--- config.mk ---
export PLATFORM = sky130hd
export DESIGN_NAME = sfs_front
export DESIGN_NICKNAME = d
export VERILOG_FILES = /design/src/pkg/sfs_pkg.sv /design/src/logic/sfs_front.sv
export SDC_FILE = /design/constraint.sdc
export NUM_CORES = 1
export LEC_CHECK = 0
export BUFFER_PORTS_ARGS = -buffer_cell sky130_fd_sc_hd__clkbuf_2
export CORE_ASPECT_RATIO = 1.2
export CORE_MARGIN = 2
export CORE_UTILIZATION = 45
export DETAILED_ROUTE_END_ITERATION = 12
export SLEW_MARGIN = 30
export SYNTH_ARGS = -nofsm -noshare
export SYNTH_HDL_FRONTEND = slang
export SYNTH_SLANG_ARGS = --single-unit
--- constraint.sdc ---
create_clock -name clock -period 8.3 [get_ports clock]
set_input_delay 0.415 -clock clock [delete_from_list [all_inputs] [get_ports clock]]
set_output_delay 0.415 -clock clock [all_outputs]
set_load 0.005 [all_outputs]
--- src/pkg/sfs_pkg.sv ---
// Constants, opcodes and types for the serial flash status and read front end.
// Assumes a 200 MHz system clock that oversamples the serial link.
package sfs_pkg;

  // Instruction codes
  localparam logic [7:0] OP_WREN    = 8'h06;
  localparam logic [7:0] OP_WRDI    = 8'h04;
  localparam logic [7:0] OP_VWREN   = 8'h50;
  localparam logic [7:0] OP_RDSR1   = 8'h05;
  localparam logic [7:0] OP_RDSR2   = 8'h35;
  localparam logic [7:0] OP_RDSR3   = 8'h15;
  localparam logic [7:0] OP_WRSR1   = 8'h01;
  localparam logic [7:0] OP_WRSR2   = 8'h31;
  localparam logic [7:0] OP_WRSR3   = 8'h11;
  localparam logic [7:0] OP_READ    = 8'h03;
  localparam logic [7:0] OP_FREAD   = 8'h0b;
  localparam logic [7:0] OP_DOREAD  = 8'h3b;
  localparam logic [7:0] OP_QOREAD  = 8'h6b;
  localparam logic [7:0] OP_DIOREAD = 8'hbb;
  localparam logic [7:0] OP_QIOREAD = 8'heb;
  localparam logic [7:0] OP_QWREAD  = 8'he7;

  // Timing
  localparam int CLK_PERIOD_NS = 5;

  // Phase lengths in serial clocks
  localparam logic [5:0] OPCODE_CLKS      = 6'h08;
  localparam logic [5:0] WDATA_CLKS       = 6'h08;
  localparam logic [5:0] ADDR_CLKS_X1     = 6'h18;
  localparam logic [5:0] ADDR_CLKS_X2     = 6'h10;
  localparam logic [5:0] ADDR_CLKS_X4     = 6'h08;
  localparam logic [5:0] FAST_DUMMY_CLKS  = 6'h08;
  localparam logic [5:0] QIO_DUMMY_CLKS   = 6'h04;
  localparam logic [5:0] QWORD_DUMMY_CLKS = 6'h02;

  // Lane widths and lane masks
  localparam logic [2:0] LANES_X1  = 3'h1;
  localparam logic [2:0] LANES_X2  = 3'h2;
  localparam logic [2:0] LANES_X4  = 3'h4;
  localparam logic [3:0] DRIVE_X1  = 4'h2;
  localparam logic [3:0] DRIVE_X2  = 4'h3;
  localparam logic [3:0] DRIVE_X4  = 4'hf;
  localparam int         WP_LANE   = 2;

  // Status register layout
  localparam int          ADDR_W          = 24;
  localparam int          STATUS_W        = 24;
  localparam int          BIT_WIP         = 0;
  localparam int          BIT_WEL         = 1;
  localparam int          BIT_BP_LO       = 2;
  localparam int          BIT_SRP0        = 7;
  localparam int          BIT_SRP1        = 8;
  localparam int          BIT_QE          = 9;
  localparam logic [23:0] STATUS_RESET    = 24'h000000;
  localparam logic [23:0] STATUS_WRITABLE = 24'h607ffc;

  // Which status byte a read or write addresses
  typedef enum logic [1:0] {SEL_LOW, SEL_MID, SEL_HIGH} sfs_sel_t;

  typedef enum {ST_OPCODE, ST_ADDR, ST_DUMMY, ST_DATA, ST_STAT, ST_WDATA, ST_SKIP} sfs_state_t;

endpackage

--- src/logic/sfs_front.sv ---
// Serial flash command front end: write enable latch, status read and write,
// single, dual and quad reads. Assumes an array engine answers byte reads
// over a valid/ready pair; serial pins are oversampled by the system clock.
`timescale 1ns/1ps
`default_nettype none

module sfs_fifo #(
  parameter int WIDTH = 8,
  parameter int DEPTH = 8
) (
  input  wire logic                       clock,
  input  wire logic                       rst,
  input  wire logic                       flush,
  input  wire logic                       in_valid,
  output logic                            in_ready,
  input  wire logic [WIDTH-1:0]           in_data,
  output logic                            out_valid,
  input  wire logic                       out_ready,
  output logic [WIDTH-1:0]                out_data,
  output logic [$clog2(DEPTH+1)-1:0]      count
);
  localparam int PW = (DEPTH > 1) ? $clog2(DEPTH) : 1;
  localparam logic [PW-1:0] LAST = PW'(DEPTH - 1);

  logic [WIDTH-1:0]            mem_r [DEPTH];
  logic [PW-1:0]               wr_r;
  logic [PW-1:0]               rd_r;
  logic [$clog2(DEPTH+1)-1:0]  cnt_r;
  logic                        push;
  logic                        pop;

  if (DEPTH < 2) begin : g_chk
    $error("sfs_fifo needs a depth of at least two");
  end

  assign in_ready  = (cnt_r != ($clog2(DEPTH+1))'(DEPTH));
  assign out_valid = (cnt_r != '0);
  assign out_data  = mem_r[rd_r];
  assign count     = cnt_r;
  assign push      = in_valid & in_ready;
  assign pop       = out_valid & out_ready;

  always_ff @(posedge clock) begin
    if (push) begin
      mem_r[wr_r] <= in_data;
    end
  end

  always_ff @(posedge clock) begin
    if (rst || flush) begin
      wr_r  <= '0;
      rd_r  <= '0;
      cnt_r <= '0;
    end else begin
      if (push) begin
        wr_r <= (wr_r == LAST) ? '0 : wr_r + 1'b1;
      end
      if (pop) begin
        rd_r <= (rd_r == LAST) ? '0 : rd_r + 1'b1;
      end
      if (push && !pop) begin
        cnt_r <= cnt_r + 1'b1;
      end else if (pop && !push) begin
        cnt_r <= cnt_r - 1'b1;
      end
    end
  end
endmodule

module sfs_front #(
  parameter int STATUS_WRITE_TIME_NS = 5000000,
  parameter int FIFO_DEPTH           = 8
) (
  input  wire logic        clock,
  input  wire logic        rst,
  input  wire logic        sclk_pin,
  input  wire logic        cs_n_pin,
  input  wire logic [3:0]  io_in,
  output logic      [3:0]  io_out,
  output logic      [3:0]  io_oe_n,
  output logic             mem_req_valid,
  input  wire logic        mem_req_ready,
  output logic      [23:0] mem_req_addr,
  input  wire logic        mem_rsp_valid,
  output logic             mem_rsp_ready,
  input  wire logic [7:0]  mem_rsp_data,
  output logic             write_enable_latch,
  output logic             write_in_progress,
  output logic      [4:0]  protect_area_bits,
  output logic      [1:0]  status_protect_bits
);
  localparam int STATUS_WRITE_CYCLES =
    (STATUS_WRITE_TIME_NS + sfs_pkg::CLK_PERIOD_NS - 1) / sfs_pkg::CLK_PERIOD_NS;
  localparam int CW = $clog2(FIFO_DEPTH + 1);

  if (STATUS_WRITE_CYCLES < 1 || FIFO_DEPTH < 2) begin : g_chk
    $error("sfs_front parameters out of range");
  end

  function automatic logic [31:0] shift_in(input logic [31:0] sh, input logic [3:0] io, input logic [2:0] ln);
    case (ln)
      sfs_pkg::LANES_X1: shift_in = {sh[30:0], io[0]};
      sfs_pkg::LANES_X2: shift_in = {sh[29:0], io[1:0]};
      default:           shift_in = {sh[27:0], io[3:0]};
    endcase
  endfunction

  function automatic logic [3:0] lane_out(input logic [7:0] b, input logic [2:0] ln);
    case (ln)
      sfs_pkg::LANES_X1: lane_out = {2'h0, b[7], 1'b0};
      sfs_pkg::LANES_X2: lane_out = {2'h0, b[7:6]};
      default:           lane_out = b[7:4];
    endcase
  endfunction

  function automatic logic [23:0] sel_mask(input sfs_pkg::sfs_sel_t s);
    case (s)
      sfs_pkg::SEL_LOW: sel_mask = 24'h0000ff;
      sfs_pkg::SEL_MID: sel_mask = 24'h00ff00;
      default:          sel_mask = 24'hff0000;
    endcase
  endfunction

  function automatic logic [23:0] merge(input logic [23:0] st, input logic [7:0] b, input sfs_pkg::sfs_sel_t s);
    logic [23:0] m;
    m     = sel_mask(s) & sfs_pkg::STATUS_WRITABLE;
    merge = (st & ~m) | ({b, b, b} & m);
  endfunction

  sfs_pkg::sfs_state_t state_r;
  sfs_pkg::sfs_sel_t   sel_r;
  sfs_pkg::sfs_sel_t   pend_sel_r;
  logic [5:0]          sync1_r;
  logic [5:0]          sync2_r;
  logic                sclk_d_r;
  logic                cs_d_r;
  logic [5:0]          cnt_r;
  logic [31:0]         sh_r;
  logic [2:0]          alanes_r;
  logic [2:0]          dlanes_r;
  logic [5:0]          alen_r;
  logic [5:0]          dummy_r;
  logic                mode_r;
  logic [7:0]          osh_r;
  logic [2:0]          pos_r;
  logic [3:0]          out_r;
  logic [3:0]          drive_r;
  logic                wel_r;
  logic                vol_r;
  logic                wip_r;
  logic [31:0]         tmr_r;
  logic [7:0]          pend_r;
  logic [23:0]         stat_r;
  logic [23:0]         req_addr_r;
  logic [CW:0]         inflight_r;
  logic                armed_r;
  logic [3:0]          io_s;
  logic                sclk_rise;
  logic                sclk_fall;
  logic                cs_rise;
  logic                op_done;
  logic [7:0]          op;
  logic [31:0]         sh_nxt;
  logic                sw_accept;
  logic                sw_done;
  logic                hw_prot;
  logic [23:0]         stat_word;
  logic [7:0]          stat_byte;
  logic                read_phase;
  logic                f_valid;
  logic [7:0]          f_data;
  logic                f_pop;
  logic                f_in_ready;
  logic [CW-1:0]       f_count;
  logic                req_fire;
  logic                rsp_fire;
  logic [7:0]          src;

  // Pin synchronisers and edge detection
  always_ff @(posedge clock) begin
    sync1_r  <= {sclk_pin, cs_n_pin, io_in};
    sync2_r  <= sync1_r;
    sclk_d_r <= sync2_r[5];
    cs_d_r   <= sync2_r[4];
  end

  assign io_s      = sync2_r[3:0];
  assign sclk_rise = sync2_r[5] & ~sclk_d_r & ~sync2_r[4];
  assign sclk_fall = ~sync2_r[5] & sclk_d_r & ~sync2_r[4];
  assign cs_rise   = sync2_r[4] & ~cs_d_r;
  assign op        = {sh_r[6:0], io_s[0]};
  assign op_done   = sclk_rise && (state_r == sfs_pkg::ST_OPCODE) && (cnt_r == sfs_pkg::OPCODE_CLKS - 6'h01);
  assign sh_nxt    = shift_in(sh_r, io_s, alanes_r);
  assign hw_prot   = stat_r[sfs_pkg::BIT_SRP0] & ~stat_r[sfs_pkg::BIT_SRP1] &
                     ~stat_r[sfs_pkg::BIT_QE] & ~io_s[sfs_pkg::WP_LANE];
  assign stat_word = {stat_r[23:2], wel_r, wip_r};

  // Command sequencer on serial rising edges
  always_ff @(posedge clock) begin
    if (rst || sync2_r[4]) begin
      state_r  <= sfs_pkg::ST_OPCODE;
      cnt_r    <= '0;
      alanes_r <= sfs_pkg::LANES_X1;
    end else if (sclk_rise) begin
      case (state_r)
        sfs_pkg::ST_OPCODE: begin
          sh_r  <= shift_in(sh_r, io_s, sfs_pkg::LANES_X1);
          cnt_r <= cnt_r + 6'h01;
          if (op_done) begin
            cnt_r    <= '0;
            state_r  <= sfs_pkg::ST_SKIP;
            alanes_r <= sfs_pkg::LANES_X1;
            dlanes_r <= sfs_pkg::LANES_X1;
            alen_r   <= sfs_pkg::ADDR_CLKS_X1;
            dummy_r  <= '0;
            mode_r   <= 1'b0;
            if (op == sfs_pkg::OP_RDSR1) begin
              state_r <= sfs_pkg::ST_STAT;
              sel_r   <= sfs_pkg::SEL_LOW;
            end else if (op == sfs_pkg::OP_RDSR2) begin
              state_r <= sfs_pkg::ST_STAT;
              sel_r   <= sfs_pkg::SEL_MID;
            end else if (op == sfs_pkg::OP_RDSR3) begin
              state_r <= sfs_pkg::ST_STAT;
              sel_r   <= sfs_pkg::SEL_HIGH;
            end else if (op == sfs_pkg::OP_WRSR1 || op == sfs_pkg::OP_WRSR2 || op == sfs_pkg::OP_WRSR3) begin
              if ((wel_r || vol_r) && !hw_prot && !wip_r) begin
                state_r <= sfs_pkg::ST_WDATA;
              end
              sel_r <= (op == sfs_pkg::OP_WRSR1) ? sfs_pkg::SEL_LOW :
                       (op == sfs_pkg::OP_WRSR2) ? sfs_pkg::SEL_MID : sfs_pkg::SEL_HIGH;
            end else if (op == sfs_pkg::OP_READ) begin
              if (!wip_r) begin
                state_r <= sfs_pkg::ST_ADDR;
              end
            end else if (op == sfs_pkg::OP_FREAD || op == sfs_pkg::OP_DOREAD) begin
              state_r  <= sfs_pkg::ST_ADDR;
              dummy_r  <= sfs_pkg::FAST_DUMMY_CLKS;
              dlanes_r <= (op == sfs_pkg::OP_DOREAD) ? sfs_pkg::LANES_X2 : sfs_pkg::LANES_X1;
            end else if (op == sfs_pkg::OP_DIOREAD) begin
              state_r  <= sfs_pkg::ST_ADDR;
              alanes_r <= sfs_pkg::LANES_X2;
              dlanes_r <= sfs_pkg::LANES_X2;
              alen_r   <= sfs_pkg::ADDR_CLKS_X2;
              mode_r   <= 1'b1;
            end else if (stat_r[sfs_pkg::BIT_QE] && op == sfs_pkg::OP_QOREAD) begin
              state_r  <= sfs_pkg::ST_ADDR;
              dummy_r  <= sfs_pkg::FAST_DUMMY_CLKS;
              dlanes_r <= sfs_pkg::LANES_X4;
            end else if (stat_r[sfs_pkg::BIT_QE] && (op == sfs_pkg::OP_QIOREAD || op == sfs_pkg::OP_QWREAD)) begin
              state_r  <= sfs_pkg::ST_ADDR;
              alanes_r <= sfs_pkg::LANES_X4;
              dlanes_r <= sfs_pkg::LANES_X4;
              alen_r   <= sfs_pkg::ADDR_CLKS_X4;
              mode_r   <= 1'b1;
              dummy_r  <= (op == sfs_pkg::OP_QIOREAD) ? sfs_pkg::QIO_DUMMY_CLKS : sfs_pkg::QWORD_DUMMY_CLKS;
            end
          end
        end
        sfs_pkg::ST_ADDR: begin
          sh_r  <= sh_nxt;
          cnt_r <= cnt_r + 6'h01;
          if (cnt_r == alen_r - 6'h01) begin
            cnt_r      <= '0;
            state_r    <= (dummy_r != '0) ? sfs_pkg::ST_DUMMY : sfs_pkg::ST_DATA;
            req_addr_r <= mode_r ? sh_nxt[31:8] : sh_nxt[23:0];
          end
        end
        sfs_pkg::ST_DUMMY: begin
          cnt_r <= cnt_r + 6'h01;
          if (cnt_r == dummy_r - 6'h01) begin
            state_r <= sfs_pkg::ST_DATA;
          end
        end
        sfs_pkg::ST_WDATA: begin
          sh_r <= shift_in(sh_r, io_s, sfs_pkg::LANES_X1);
          if (cnt_r != 6'h3f) begin
            cnt_r <= cnt_r + 6'h01;
          end
        end
        default: begin
        end
      endcase
    end
    if (req_fire) begin
      req_addr_r <= req_addr_r + 24'h000001;
    end
  end

  // Write enable latch and volatile qualifier
  always_ff @(posedge clock) begin
    if (rst) begin
      wel_r <= 1'b0;
    end else if (op_done && op == sfs_pkg::OP_WREN) begin
      wel_r <= 1'b1;
    end else if ((op_done && op == sfs_pkg::OP_WRDI) || sw_done) begin
      wel_r <= 1'b0;
    end
  end

  always_ff @(posedge clock) begin
    if (rst) begin
      vol_r <= 1'b0;
    end else if (op_done && op == sfs_pkg::OP_VWREN) begin
      vol_r <= 1'b1;
    end else if (sw_done) begin
      vol_r <= 1'b0;
    end
  end

  // Status write cycle
  assign sw_accept = cs_rise && (state_r == sfs_pkg::ST_WDATA) && (cnt_r == sfs_pkg::WDATA_CLKS);
  assign sw_done   = (sw_accept && vol_r) || (wip_r && tmr_r == '0);

  always_ff @(posedge clock) begin
    if (rst) begin
      wip_r <= 1'b0;
      tmr_r <= '0;
    end else if (sw_accept && !vol_r) begin
      wip_r      <= 1'b1;
      tmr_r      <= 32'(STATUS_WRITE_CYCLES - 1);
      pend_r     <= sh_r[7:0];
      pend_sel_r <= sel_r;
    end else if (wip_r) begin
      if (tmr_r == '0) begin
        wip_r <= 1'b0;
      end else begin
        tmr_r <= tmr_r - 32'h1;
      end
    end
  end

  always_ff @(posedge clock) begin
    if (rst) begin
      stat_r <= sfs_pkg::STATUS_RESET;
    end else if (sw_accept && vol_r) begin
      stat_r <= merge(stat_r, sh_r[7:0], sel_r);
    end else if (wip_r && tmr_r == '0) begin
      stat_r <= merge(stat_r, pend_r, pend_sel_r);
    end
  end

  assign write_enable_latch  = wel_r;
  assign write_in_progress   = wip_r;
  assign protect_area_bits   = stat_r[sfs_pkg::BIT_BP_LO +: 5];
  assign status_protect_bits = {stat_r[sfs_pkg::BIT_SRP1], stat_r[sfs_pkg::BIT_SRP0]};

  // Array fetch ahead of the serial output
  assign read_phase    = (state_r == sfs_pkg::ST_DUMMY) || (state_r == sfs_pkg::ST_DATA);
  assign mem_req_valid = read_phase && armed_r && (({1'b0, f_count} + inflight_r) < (CW+1)'(FIFO_DEPTH));
  assign mem_req_addr  = req_addr_r;
  assign req_fire      = mem_req_valid & mem_req_ready;
  assign mem_rsp_ready = armed_r ? f_in_ready : 1'b1;
  assign rsp_fire      = mem_rsp_valid & mem_rsp_ready;

  always_ff @(posedge clock) begin
    if (rst) begin
      armed_r    <= 1'b0;
      inflight_r <= '0;
    end else begin
      armed_r    <= read_phase && (armed_r || inflight_r == '0);
      inflight_r <= inflight_r + (CW+1)'(req_fire) - (CW+1)'(rsp_fire);
    end
  end

  sfs_fifo #(
    .WIDTH (8),
    .DEPTH (FIFO_DEPTH)
  ) u_fifo (
    .clock     (clock),
    .rst       (rst),
    .flush     (!read_phase),
    .in_valid  (mem_rsp_valid & armed_r),
    .in_ready  (f_in_ready),
    .in_data   (mem_rsp_data),
    .out_valid (f_valid),
    .out_ready (f_pop),
    .out_data  (f_data),
    .count     (f_count)
  );

  // Output serializer on serial falling edges
  always_comb begin
    case (sel_r)
      sfs_pkg::SEL_LOW: stat_byte = stat_word[7:0];
      sfs_pkg::SEL_MID: stat_byte = stat_word[15:8];
      default:          stat_byte = stat_word[23:16];
    endcase
  end

  assign src   = (state_r == sfs_pkg::ST_STAT) ? stat_byte : (f_valid ? f_data : 8'h00);
  assign f_pop = sclk_fall && (state_r == sfs_pkg::ST_DATA) && (pos_r == '0);

  always_ff @(posedge clock) begin
    if (rst || sync2_r[4]) begin
      pos_r   <= '0;
      out_r   <= '0;
      drive_r <= '0;
    end else if (sclk_fall && (state_r == sfs_pkg::ST_DATA || state_r == sfs_pkg::ST_STAT)) begin
      drive_r <= (dlanes_r == sfs_pkg::LANES_X1) ? sfs_pkg::DRIVE_X1 :
                 (dlanes_r == sfs_pkg::LANES_X2) ? sfs_pkg::DRIVE_X2 : sfs_pkg::DRIVE_X4;
      pos_r   <= pos_r + dlanes_r;
      if (pos_r == '0) begin
        out_r <= lane_out(src, dlanes_r);
        osh_r <= src << dlanes_r;
      end else begin
        out_r <= lane_out(osh_r, dlanes_r);
        osh_r <= osh_r << dlanes_r;
      end
    end
  end

  assign io_out  = out_r;
  assign io_oe_n = ~drive_r;
endmodule

`default_nettype wire

==> impl_metrics.toml, run 1 <==
[pwr]
switchingPower_mw = 0.580
leakage_nw = 5.08
clock_power_share = 0.458
cell_internal_pwr_mw = 2.07
power_density_mw_per_mm2 = 188
power_switching_share = 0.219
share_comb_of_total_power = 0.033
max-vdd-ir-drop_v = 0.000173
seq_power_share = 0.509

[worst_hold_path]
hold_class = "primary input to flop"
hold_start = "mem_rsp_data[3]"
holdPathStages = 1

[clock_network]
root_buffer = "sky130_fd_sc_hd__clkbuf_16"
tritoncts = "done"
cts_inserted_buffers = 27
post_cts_gate_resize_count = 0
cts_setup_buffers = 0
number_of_h_tree_levels = 1
clock-sinks = 253
max-clock-path-buffers = 3
cts.reportedPaths.clkPinSlew_ns = 0.06
clock_insertion_delay_worst_skew_ns = 0.57

[final_layout]
post_route_cells_drive_above_1_share = 0.140
design.final.nets = 1266
antennaDiodeCount = 0
area.growth.synth_to_final_pct = 12.2
layout.cells.most_common = "sky130_fd_sc_hd__edfxtp_1"
layout.cells.most_common_list = "sky130_fd_sc_hd__edfxtp_1, sky130_fd_sc_hd__nor2_1, sky130_fd_sc_hd__a21oi_1"
final_design_area_excluding_fillers_mm2 = 0.0141

[detailed_routing]
drt-pass1-iter-count = 5
drt_iter0_drc = 570
via_count = 9015
post_drt_wl_per_cell_um = 17.4
post_drt_via_cell_ratio = 5.56
drc = 0
drtAntennaViolNets = 0
drt_wl_total_um = 28200

[logic_synthesis]
async_reset_ff_frac = 0
syn_nets = 1237
yosys-top-cells-area = "sky130_fd_sc_hd__edfxtp_1, sky130_fd_sc_hd__dfxtp_1, sky130_fd_sc_hd__a21oi_1, sky130_fd_sc_hd__nor2_1, sky130_fd_sc_hd__mux2i_1"
post_synth_instance_area_mm2 = 0.0126
synth-main-ff-cell = "sky130_fd_sc_hd__edfxtp_1"
synth-warning-count = 0
synth_area_leader_cell = "sky130_fd_sc_hd__edfxtp_1"
yosys.area.top_type_share = 0.353
synth_enable_flop_cells = 148
synth.lib_cells_used.distinct = 68
synth_cells = 1191
synth_sequential_area_ratio = 0.520
synth.avg_cell_area_um2 = 10.6
ys_ff_latch = 253

[placement]
final_weighted_congestion_of_routability_driven_global_placement = 0.813
dpl_cell_area_mm2 = 0.0131
hpwl_um = 19200
port-buffer-count = 60

[floorplanning]
floorplan.die.width_um = 157
floorplan.die_area_mm2 = 0.0293
fp.dieH_um = 187
fp.coreArea_mm2 = 0.0277
num_rows = 67
floorplan.initialDensity = 0.453
io_pins = 61

[global_routing]
grt_pass1_wl_um = 45800
grt_antenna_before_repair = 0
grt_residual_overflow = 0
grt.total_usage = 0.194
grt_start_max_net_pins = 61
first_global_vias = 8750

[setup_path]
timing.critical_path.arrival_ns = 4.10
timing_startpoint_of_the_critical_path = "state_r[1]"
critPathRequiredTime_ns = 8.79
critical_path_launch_point_type = "flop"
critical_path.max_fanout = 12
crit_type = "flop to flop"
worst-r2r-cell-count = 12
cp-end-kind = "flop"
r2r-start = "state_r[1]"

[timing]
timing.max_slew.rel_slack = 0.371
clock-skew-final_ns = 0.0305
timing.setup.tns_ns = 0
finalSetupViolCount = 0
achievable-frequency_mhz = 277
timing_hold_violations_final = 0
max_slew.worst_pin.slew_ns = 0.943
timing.final.crit_period_ns = 3.61
final_max_slew_violation_count = 0
rsz_0062_raised_after_global_routing = "false"
min_period_over_period = 0.435

[run]
number_of_violations_of_the_max_capacitance_limit = 0

[outcome]
outcome = "finished, final reports clean"
## timing repair
action,CTS,global route
endpoints found under the hold margin,6,0
hold buffers,6,0
setup endpoints to repair,0,0
## cells in the mapped netlist, types with 16 or more instances
cell type,count
sky130_fd_sc_hd__edfxtp_1,148
sky130_fd_sc_hd__nand2_1,78
sky130_fd_sc_hd__a21oi_1,118
sky130_fd_sc_hd__clkbuf_1,57
sky130_fd_sc_hd__a22o_1,31
sky130_fd_sc_hd__nand2b_1,17
sky130_fd_sc_hd__mux4_2,16
sky130_fd_sc_hd__xnor2_1,35
sky130_fd_sc_hd__ha_1,25
sky130_fd_sc_hd__dfxtp_1,105
sky130_fd_sc_hd__nand3_1,25
sky130_fd_sc_hd__nor2_1,134
sky130_fd_sc_hd__nor3_1,32
sky130_fd_sc_hd__inv_1,34
sky130_fd_sc_hd__o21ai_0,36
sky130_fd_sc_hd__nor4_1,18
sky130_fd_sc_hd__mux2i_1,37
sky130_fd_sc_hd__xor2_1,38
## power groups by stage
stage               Sequential (mW)  Clock [mW]  Combinational [mW]
floorplan                      1.37           0              0.0646
global placement               1.38           0              0.0841
detailed placement             1.38           0              0.0849
CTS                            1.35        1.24              0.0880
global route                   1.35        1.29              0.0998
finish                         1.35        1.22              0.0866
## metrics by stage
step / cells / hold WS (ns) / power, mW / util / setup WS, ns
floorplan: 1191 / 0.310 / 1.44 / - / 1.89
global placement: 1564 / 0.349 / 1.46 / 0.473 / 4.87
detailed placement: 1564 / 0.346 / 1.46 / 0.474 / 4.73
CTS: 1620 / 0.139 / 2.68 / 0.509 / 4.69
global route: 1620 / 0.152 / 2.74 / 0.509 / 4.38
finish: 1620 / 0.153 / 2.65 / 0.509 / 4.69
## cell type report
class | count | area (µm²)
Fill cell | 2507 | 13600
Tap cell | 379 | 474
Inverter | 35 | 131
Timing Repair Buffer | 75 | 428
Multi-Input combinational cell | 828 | 5630
Sequential cell | 253 | 6550
Clock inverter | 14 | 123
Clock buffer | 36 | 782
## path summary, 6_finish.rpt
path	slack [ns]	endpoint
worst max register to register	4.69	u_fifo.count[3]
worst min-delay path	0.15	u_fifo.mem_r[6][3]
worst max-delay path	4.69	u_fifo.count[3]
worst min register to register	0.35	sync2_r[1]
## worst max-delay path, cell delays in order, from the launching register on
cell                      delay, ns
sky130_fd_sc_hd__dfxtp_1       0.57
sky130_fd_sc_hd__nor2b_1       0.47
sky130_fd_sc_hd__nand2_1       0.17
sky130_fd_sc_hd__nor4_1        0.61
sky130_fd_sc_hd__inv_1         0.17
sky130_fd_sc_hd__ha_1          0.27
sky130_fd_sc_hd__inv_1         0.12
sky130_fd_sc_hd__ha_1          0.24
sky130_fd_sc_hd__a21o_1        0.18
sky130_fd_sc_hd__a21oi_1       0.17
sky130_fd_sc_hd__xnor2_1       0.09
sky130_fd_sc_hd__or3_1         0.30
sky130_fd_sc_hd__a21oi_1       0.16
## layer usage
layer	vias up	track usage	share of wire
li1	4437	-	-
met1	4332	0.264	0.45
met2	196	0.319	0.48
met3	50	0.0255	0.045
met4	0	0.0663	0.028
met5	-	0	0
## state kept, by name (all words and copies together) (netlist names), 4 cells and up, named ones only
register	count
sync1_r	6
tmr_r	32
mem_req_addr	24
cnt_r	6
u_fifo.mem_r	64
u_fifo.count	4
osh_r	8
pend_r	8
sync2_r	6
inflight_r	5
io_out	4
sh_r	31
## kinds of logic (layout without fill, tap and decap cells)
logic type	after synthesis	after routing	share of synthesized area
multiplexers	65	65	0.0688
adder cells (fa/ha/maj)	28	28	0.0296
buffers and inverters	110	160	0.0361
AO/OA/AOI/OAI	253	253	0.127
XOR/XNOR	73	73	0.0508
AND/OR/NAND/NOR	409	409	0.167
flip-flops	253	253	0.520
Power figures use the tool's default switching activity.
==> run 2, diff against run 1 <==
clock period = 3.25 ns   (was 8.3 ns; I/O delays follow)
==> run 2 against run 1 <==
  * Utilization increased by 1.5 points
  * Clock power increased to 2.7 times the previous value
  * Combinational power increased to 2.9 times the previous value
  * Wire length increased by 1.1%
  * Sequential power increased to 2.5 times the previous value
  * Count of clock-buffer cells in the layout decreased by 2
  * Final area increased by 2.9%
  * Cell count increased by 2.9%
  * Highest routed layer unchanged
==> impl_metrics.toml, run 2 (synthesis results as in run 1) <==
[timing]
rsz_0062_raised_after_global_routing = "false"
max_slew.worst_pin.slew_ns = 0.845
clock-skew-final_ns = 0.0110
timing.max_slew.rel_slack = 0.436
final.hold.worst_slack_ns = 0.117
finalSetupViolCount = 0
timing.setup.tns_ns = 0
achievable-frequency_mhz = 334
final_max_slew_violation_count = 0
min_period_over_period = 0.922
timing.final.crit_period_ns = 3.00
timing_hold_violations_final = 0

[final_layout]
layout.cells.most_common = "sky130_fd_sc_hd__edfxtp_1"
area.growth.synth_to_final_pct = 15.5
area.sequential_mm2 = 0.00655
layout.cells.most_common_list = "sky130_fd_sc_hd__edfxtp_1, sky130_fd_sc_hd__nor2_1, sky130_fd_sc_hd__a21oi_1"
filler_cell_count = 2468
antennaDiodeCount = 0
design.final.nets = 1312
largest_register_ff_count = 64
top_register = "u_fifo.mem_r"
post-route-util = 0.524
post_route_cells_drive_above_1_share = 0.162
multi_input_area_mm2 = 0.00563
layout_top_registers = "u_fifo.mem_r x64, tmr_r x32, sh_r x31"

[run]
number_of_violations_of_the_max_capacitance_limit = 0

[worst_hold_path]
hold_start = "mem_rsp_valid"
hold_class = "primary input to flop"
holdPathStages = 5
worst_hold_endpoint = "u_fifo.wr_r[2]"

[floorplanning]
floorplan.die_area_mm2 = 0.0293
fp.coreArea_mm2 = 0.0277
floorplan.initialDensity = 0.453
io_pins = 61
fp.dieH_um = 187
floorplan.die.width_um = 157
num_rows = 67

[detailed_routing]
drt_iter0_drc = 647
drt_wl_total_um = 28500
post_drt_via_cell_ratio = 5.50
post_drt_wl_per_cell_um = 17.1
drt-pass1-iter-count = 5
via_count = 9173
drtAntennaViolNets = 0
drc = 0

[global_routing]
grt_residual_overflow = 0
grt.total_usage = 0.199
first_global_vias = 8964
grt_antenna_before_repair = 0
grt_start_max_net_pins = 61
grt_pass1_wl_um = 47100

[setup_path]
worst-r2r-cell-count = 15
critical_path.max_fanout = 2
worst_r2r_endpoint = "inflight_r[4]"
setup.reg_to_reg.worst_slack_ns = 0.25
timing.critical_path.arrival_ns = 3.46
r2r-start = "inflight_r[1]"
critical_path.cell_chain = "ha_1 -> a31o_2 -> a2111o_1 -> o21ai_2 -> nand4_1 -> ha_1 -> inv_1 -> ha_1 -> inv_1 -> fa_2 -> inv_1 -> a21oi_1 -> nor2_1 -> or3_1 -> a21oi_1"
timing.critical_path.slowest_stage_cell = "sky130_fd_sc_hd__a2111o_1"
path_buf_inv = 3
critical_path_launch_point_type = "flop"
critPathRequiredTime_ns = 3.72
crit_type = "flop to flop"
crit_path_max_incr_delay_ns = 0.41
cp-end-kind = "flop"
critical_path.top_delay_family = "compound AO/OA/AOI/OAI gates"

[placement]
final_weighted_congestion_of_routability_driven_global_placement = 0.807
hpwl_um = 19500
port-buffer-count = 60

[pwr]
switchingPower_mw = 1.45
clock_power_share = 0.470
max-vdd-ir-drop_v = 0.000295
power_switching_share = 0.208
seq_power_share = 0.495
power_density_mw_per_mm2 = 479
leakage_nw = 5.34
share_comb_of_total_power = 0.036
cell_internal_pwr_mw = 5.51

[clock_network]
root_buffer = "sky130_fd_sc_hd__clkbuf_16"
max-clock-path-buffers = 3
cts.reportedPaths.clkPinSlew_ns = 0.06
clock_insertion_delay_worst_skew_ns = 0.54
clock-sinks = 253
number_of_h_tree_levels = 1
tritoncts = "done"
cts_inserted_buffers = 28

[outcome]
outcome = "finished, final reports clean"
[run 2: worst max-delay path by stage]
stage | startpoint | slack [ns] | to | depth (start not counted)
6_report | inflight_r[1] | 0.25 | inflight_r[4] | 15
5_1_grt | inflight_r[1] | 0.01 | inflight_r[4] | 15
4_1_cts | inflight_r[1] | 0.22 | inflight_r[4] | 15
3_5_place_dp | inflight_r[1] | 0.24 | inflight_r[4] | 15
3_3_place_gp | inflight_r[1] | 0.27 | inflight_r[4] | 15
2_1_floorplan | u_fifo.count[1] | 0.01 | inflight_r[4] | 16
[run 2: worst reg2reg max path, cell delays in order, from the launching register on]
cell	delay [ns]
sky130_fd_sc_hd__dfxtp_1	0.31
sky130_fd_sc_hd__ha_1	0.28
sky130_fd_sc_hd__a31o_2	0.25
sky130_fd_sc_hd__a2111o_1	0.41
sky130_fd_sc_hd__o21ai_2	0.07
sky130_fd_sc_hd__nand4_1	0.12
sky130_fd_sc_hd__ha_1	0.30
sky130_fd_sc_hd__inv_1	0.04
sky130_fd_sc_hd__ha_1	0.18
sky130_fd_sc_hd__inv_1	0.07
sky130_fd_sc_hd__fa_2	0.20
sky130_fd_sc_hd__inv_1	0.04
sky130_fd_sc_hd__a21oi_1	0.12
sky130_fd_sc_hd__nor2_1	0.06
sky130_fd_sc_hd__or3_1	0.34
sky130_fd_sc_hd__a21oi_1	0.13
[run 2: layout make-up]
| type | instances | share of cell area |
|---|---|---|
| Clock buffer | 34 | 0.0526 |
| Clock inverter | 18 | 0.0134 |
| Inverter | 35 | 0.00904 |
| Multi-Input combinational cell | 828 | 0.388 |
| Sequential cell | 253 | 0.451 |
| Tap cell | 379 | 0.0326 |
| Timing Repair Buffer | 120 | 0.0541 |
[run 2: power by group through the flow]
stage / Sequential, mW / Combinational, mW / Clock, mW
global placement: 3.51 / 0.227 / 0
CTS: 3.44 / 0.246 / 3.34
finish: 3.44 / 0.248 / 3.27
global route: 3.45 / 0.288 / 3.48
detailed placement: 3.51 / 0.231 / 0
floorplan: 3.50 / 0.166 / 0
[run 2: through the flow]
step / instance area, µm² / power (mW) / instances / setup slack [ns]
floorplan: 12600 / 3.67 / 1191 / 0.0136
global placement: 13400 / 3.74 / 1600 / 0.270
detailed placement: 13400 / 3.74 / 1600 / 0.235
CTS: 14500 / 7.03 / 1666 / 0.217
global route: 14500 / 7.21 / 1667 / 0.0116
finish: 14500 / 6.96 / 1667 / 0.254
[run 2: timing repair]
| action | 4_1_cts | 5_1_grt |
|---|---|---|
| endpoints found under the hold margin | 70 | 0 |
| hold buffers | 14 | 0 |
| setup buffers | 0 | 1 |
| resized for setup | 0 | 3 |
| endpoints found under the setup margin | 0 | 1 |
[run 2: metal layers]
| layer | part of all wire | track usage |
|---|---|---|
| met3 | 0.035 | 0.0269 |
| met2 | 0.48 | 0.332 |
| met4 | 0.023 | 0.0533 |
| met1 | 0.46 | 0.273 |
| met5 | 0 | 0 |
==> run 3, diff against run 2 <==
--- a/config.mk
+++ b/config.mk
@@ -6,4 +6,5 @@
 export NUM_CORES = 1
 export LEC_CHECK = 0
+export ABC_AREA = 1
 export BUFFER_PORTS_ARGS = -buffer_cell sky130_fd_sc_hd__clkbuf_2
 export CORE_ASPECT_RATIO = 1.2
==> constraint.sdc (replaced) <==
create_clock -name clock -period 3.25 [get_ports clock]
set_input_delay 0.1625 -clock clock [delete_from_list [all_inputs] [get_ports clock]]
set_output_delay 0.1625 -clock clock [all_outputs]
set_load 0.1 [all_outputs]
==> run 3 against run 2 <==
  * Final area grew 7.2%
  * Setup slack gained 0.36 ns
  * Global-route usage rose by 2.7 points
  * Total power is 1.1% lower
  * Die area rose by 8.9%
  * Critical path type unchanged
  * Largest cell class unchanged
==> impl_metrics.toml, run 3 <==
[detailed_routing]
drt-pass1-iter-count = 6
drc = 0
drt_iter0_drc = 719
drtAntennaViolNets = 0
via_count = 11641
post_drt_wl_per_cell_um = 16.1
drt_wl_total_um = 35600
post_drt_via_cell_ratio = 5.27

[clock_network]
cts_inserted_buffers = 28
clock_insertion_delay_worst_skew_ns = 0.55
clock-sinks = 253
number_of_h_tree_levels = 1
root_buffer = "sky130_fd_sc_hd__clkbuf_16"
cts_setup_buffers = 0
tritoncts = "done"
cts.reportedPaths.clkPinSlew_ns = 0.06
max-clock-path-buffers = 3

[timing]
timing.final.crit_period_ns = 2.64
achievable-frequency_mhz = 379
clock-skew-final_ns = 0.0143
final_max_slew_violation_count = 0
timing.max_slew.rel_slack = 0.516
rsz_0062_raised_after_global_routing = "false"
timing.setup.tns_ns = 0
finalSetupViolCount = 0
max_slew.worst_pin.slew_ns = 0.723
final.hold.worst_slack_ns = 0.0518
timing_hold_violations_final = 0
min_period_over_period = 0.811

[worst_hold_path]
hold_class = "primary input to flop"

[setup_path]
critical_path.max_fanout = 6
critPathRequiredTime_ns = 3.70
timing.critical_path.arrival_ns = 3.09
critical_path_launch_point_type = "flop"
crit_type = "flop to flop"
cp-end-kind = "flop"

[logic_synthesis]
synth.avg_cell_area_um2 = 7.97
synth_enable_flop_cells = 148
synth_area_leader_cell = "sky130_fd_sc_hd__edfxtp_1"
yosys-top-cells-area = "sky130_fd_sc_hd__edfxtp_1, sky130_fd_sc_hd__dfxtp_1, sky130_fd_sc_hd__nand2_1, sky130_fd_sc_hd__inv_1, sky130_fd_sc_hd__nor2_1"
ys_ff_latch = 253
synth.lib_cells_used.distinct = 51
syn_nets = 1768
synth_cells = 1722
synth-main-ff-cell = "sky130_fd_sc_hd__edfxtp_1"
ys_top_cells_by_count = "sky130_fd_sc_hd__nand2_1, sky130_fd_sc_hd__inv_1, sky130_fd_sc_hd__nor2_1"
synth_sequential_area_ratio = 0.477
async_reset_ff_frac = 0
post_synth_instance_area_mm2 = 0.0137
synth-warning-count = 0
yosys.area.top_type_share = 0.324
yosysMostFrequentCell = "sky130_fd_sc_hd__nand2_1"

[placement]
final_weighted_congestion_of_routability_driven_global_placement = 0.900
hpwl_um = 25900
dpl_cell_area_mm2 = 0.0145
port-buffer-count = 60

[final_layout]
antennaDiodeCount = 0
top_register = "u_fifo.mem_r"
layout.cells.most_common_list = "sky130_fd_sc_hd__nand2_1, sky130_fd_sc_hd__nor2_1, sky130_fd_sc_hd__inv_1"
largest_register_ff_count = 64
filler_cell_count = 2921
final_design_area_excluding_fillers_mm2 = 0.0156
layout_top_registers = "u_fifo.mem_r x64, tmr_r x32, sh_r x31"
design.final.nets = 1835
post-route-util = 0.515
area.growth.synth_to_final_pct = 13.4
layout.cells.most_common = "sky130_fd_sc_hd__nand2_1"
post_route_cells_drive_above_1_share = 0.118

[global_routing]
grt_start_max_net_pins = 40
globalRouteMet1Util = 0.277
grt_antenna_before_repair = 0
grt_residual_overflow = 0
gr-usage-met3 = 0.0287
first_global_vias = 11175
met2_usage = 0.408
grt.total_usage = 0.225
grt_pass1_wl_um = 57700
grt.busiest_layer = "met2"

[floorplanning]
floorplan.die.width_um = 163
io_pins = 61
floorplan.initialDensity = 0.454
num_rows = 70
fp.coreArea_mm2 = 0.0302
fp.dieH_um = 195
floorplan.die_area_mm2 = 0.0319

[pwr]
finalPower_mw = 6.88
power_density_mw_per_mm2 = 442
max-vdd-ir-drop_v = 0.000352
leakage_nw = 6.63

[run]
number_of_violations_of_the_max_capacitance_limit = 0

[outcome]
outcome = "finished, final reports clean"
==> run 3: changes by cell type after synthesis, moves of 22 or more <==
cell and change:
sky130_fd_sc_hd__nand2_1 +357, sky130_fd_sc_hd__inv_1 +158, sky130_fd_sc_hd__o21ai_0 +45, sky130_fd_sc_hd__nor2_1 +57
sky130_fd_sc_hd__a21oi_1 -34, sky130_fd_sc_hd__clkbuf_1 -33, sky130_fd_sc_hd__nand3_1 +104, sky130_fd_sc_hd__a22o_1 -31
sky130_fd_sc_hd__nand4_1 +22, sky130_fd_sc_hd__mux2i_1 -37
==> run 3: critical path, stage by stage (launching register included) <==
cell and delay (ns):
sky130_fd_sc_hd__dfxtp_1 0.37, sky130_fd_sc_hd__nor2_1 0.17, sky130_fd_sc_hd__inv_1 0.05, sky130_fd_sc_hd__nor3_1 0.20
sky130_fd_sc_hd__inv_1 0.07, sky130_fd_sc_hd__nand3_1 0.18, sky130_fd_sc_hd__inv_1 0.10, sky130_fd_sc_hd__ha_1 0.21
sky130_fd_sc_hd__inv_1 0.11, sky130_fd_sc_hd__ha_1 0.24, sky130_fd_sc_hd__a21o_1 0.17, sky130_fd_sc_hd__a21oi_1 0.18
sky130_fd_sc_hd__o21ai_0 0.10, sky130_fd_sc_hd__a21o_1 0.17, sky130_fd_sc_hd__nand2_1 0.05, sky130_fd_sc_hd__nor3b_1 0.18
==> run 3: kinds of logic (layout without fill, tap and decap cells) <==
group                      count (synthesis)  after routing  share of synthesized area
AOI/OAI and AO/OA                        266            266                      0.113
and+or+nand+nor                          861            861                      0.275
buffers and inverters                    273            362                     0.0818
DFF                                      253            253                      0.477
adders and majority gates                 28             28                     0.0272
xor gates and xnor gates                  41             41                     0.0262
==> run 3: final timing paths <==
path / cells after the start / endpoint / start / slack (ns)
setup / recovery: 15 / u_fifo.count[3] / u_fifo.count[0] / 0.61
hold / removal: 3 / alanes_r[0] / rst / 0.05
setup reg to reg: 15 / u_fifo.count[3] / u_fifo.count[0] / 0.61
hold reg to reg: 0 / sync2_r[1] / sync1_r[1] / 0.32
==> run 3: stage by stage <==
stage | setup slack (ns) | instances
6_report | 0.613 | 2207
3_3_place_gp | 0.645 | 2141
5_1_grt | 0.319 | 2207
3_5_place_dp | 0.601 | 2141
4_1_cts | 0.603 | 2207
2_1_floorplan | -0.392 | 1722
==> run 3: layout make-up <==
type / instances / area [µm²] / area share
timing repair buffer: 102 / 651 / 0.0418
sequential: 253 / 6550 / 0.421
multi-input combinational: 1196 / 6150 / 0.395
inverter: 208 / 781 / 0.0501
tap: 396 / 495 / 0.0318
clock buffer: 44 / 872 / 0.0560
clock inverter: 8 / 66.3 / 0.00426
==> run 3: repair_timing <==
action	CTS	global route
hold buffers	14	0
gates resized for setup	0	0
hold endpoints to repair	70	0
==> run 3: power by group <==
group          switching (mW)  total [mW]  internal [mW]  leakage [nW]
registers              0.0332        3.44           3.41          2.19
logic                   0.153       0.255          0.101          3.97
clock network            1.28        3.18           1.91         0.463
total                    1.46        6.88           5.42          6.63
==> run 3: per-layer routing <==
metal / wire length [µm] / vias to the layer above
met5: 0 / -
met3: 1680 / 75
met1: 14800 / 5404
li1: - / 5861
met2: 18000 / 301
met4: 1140 / 0
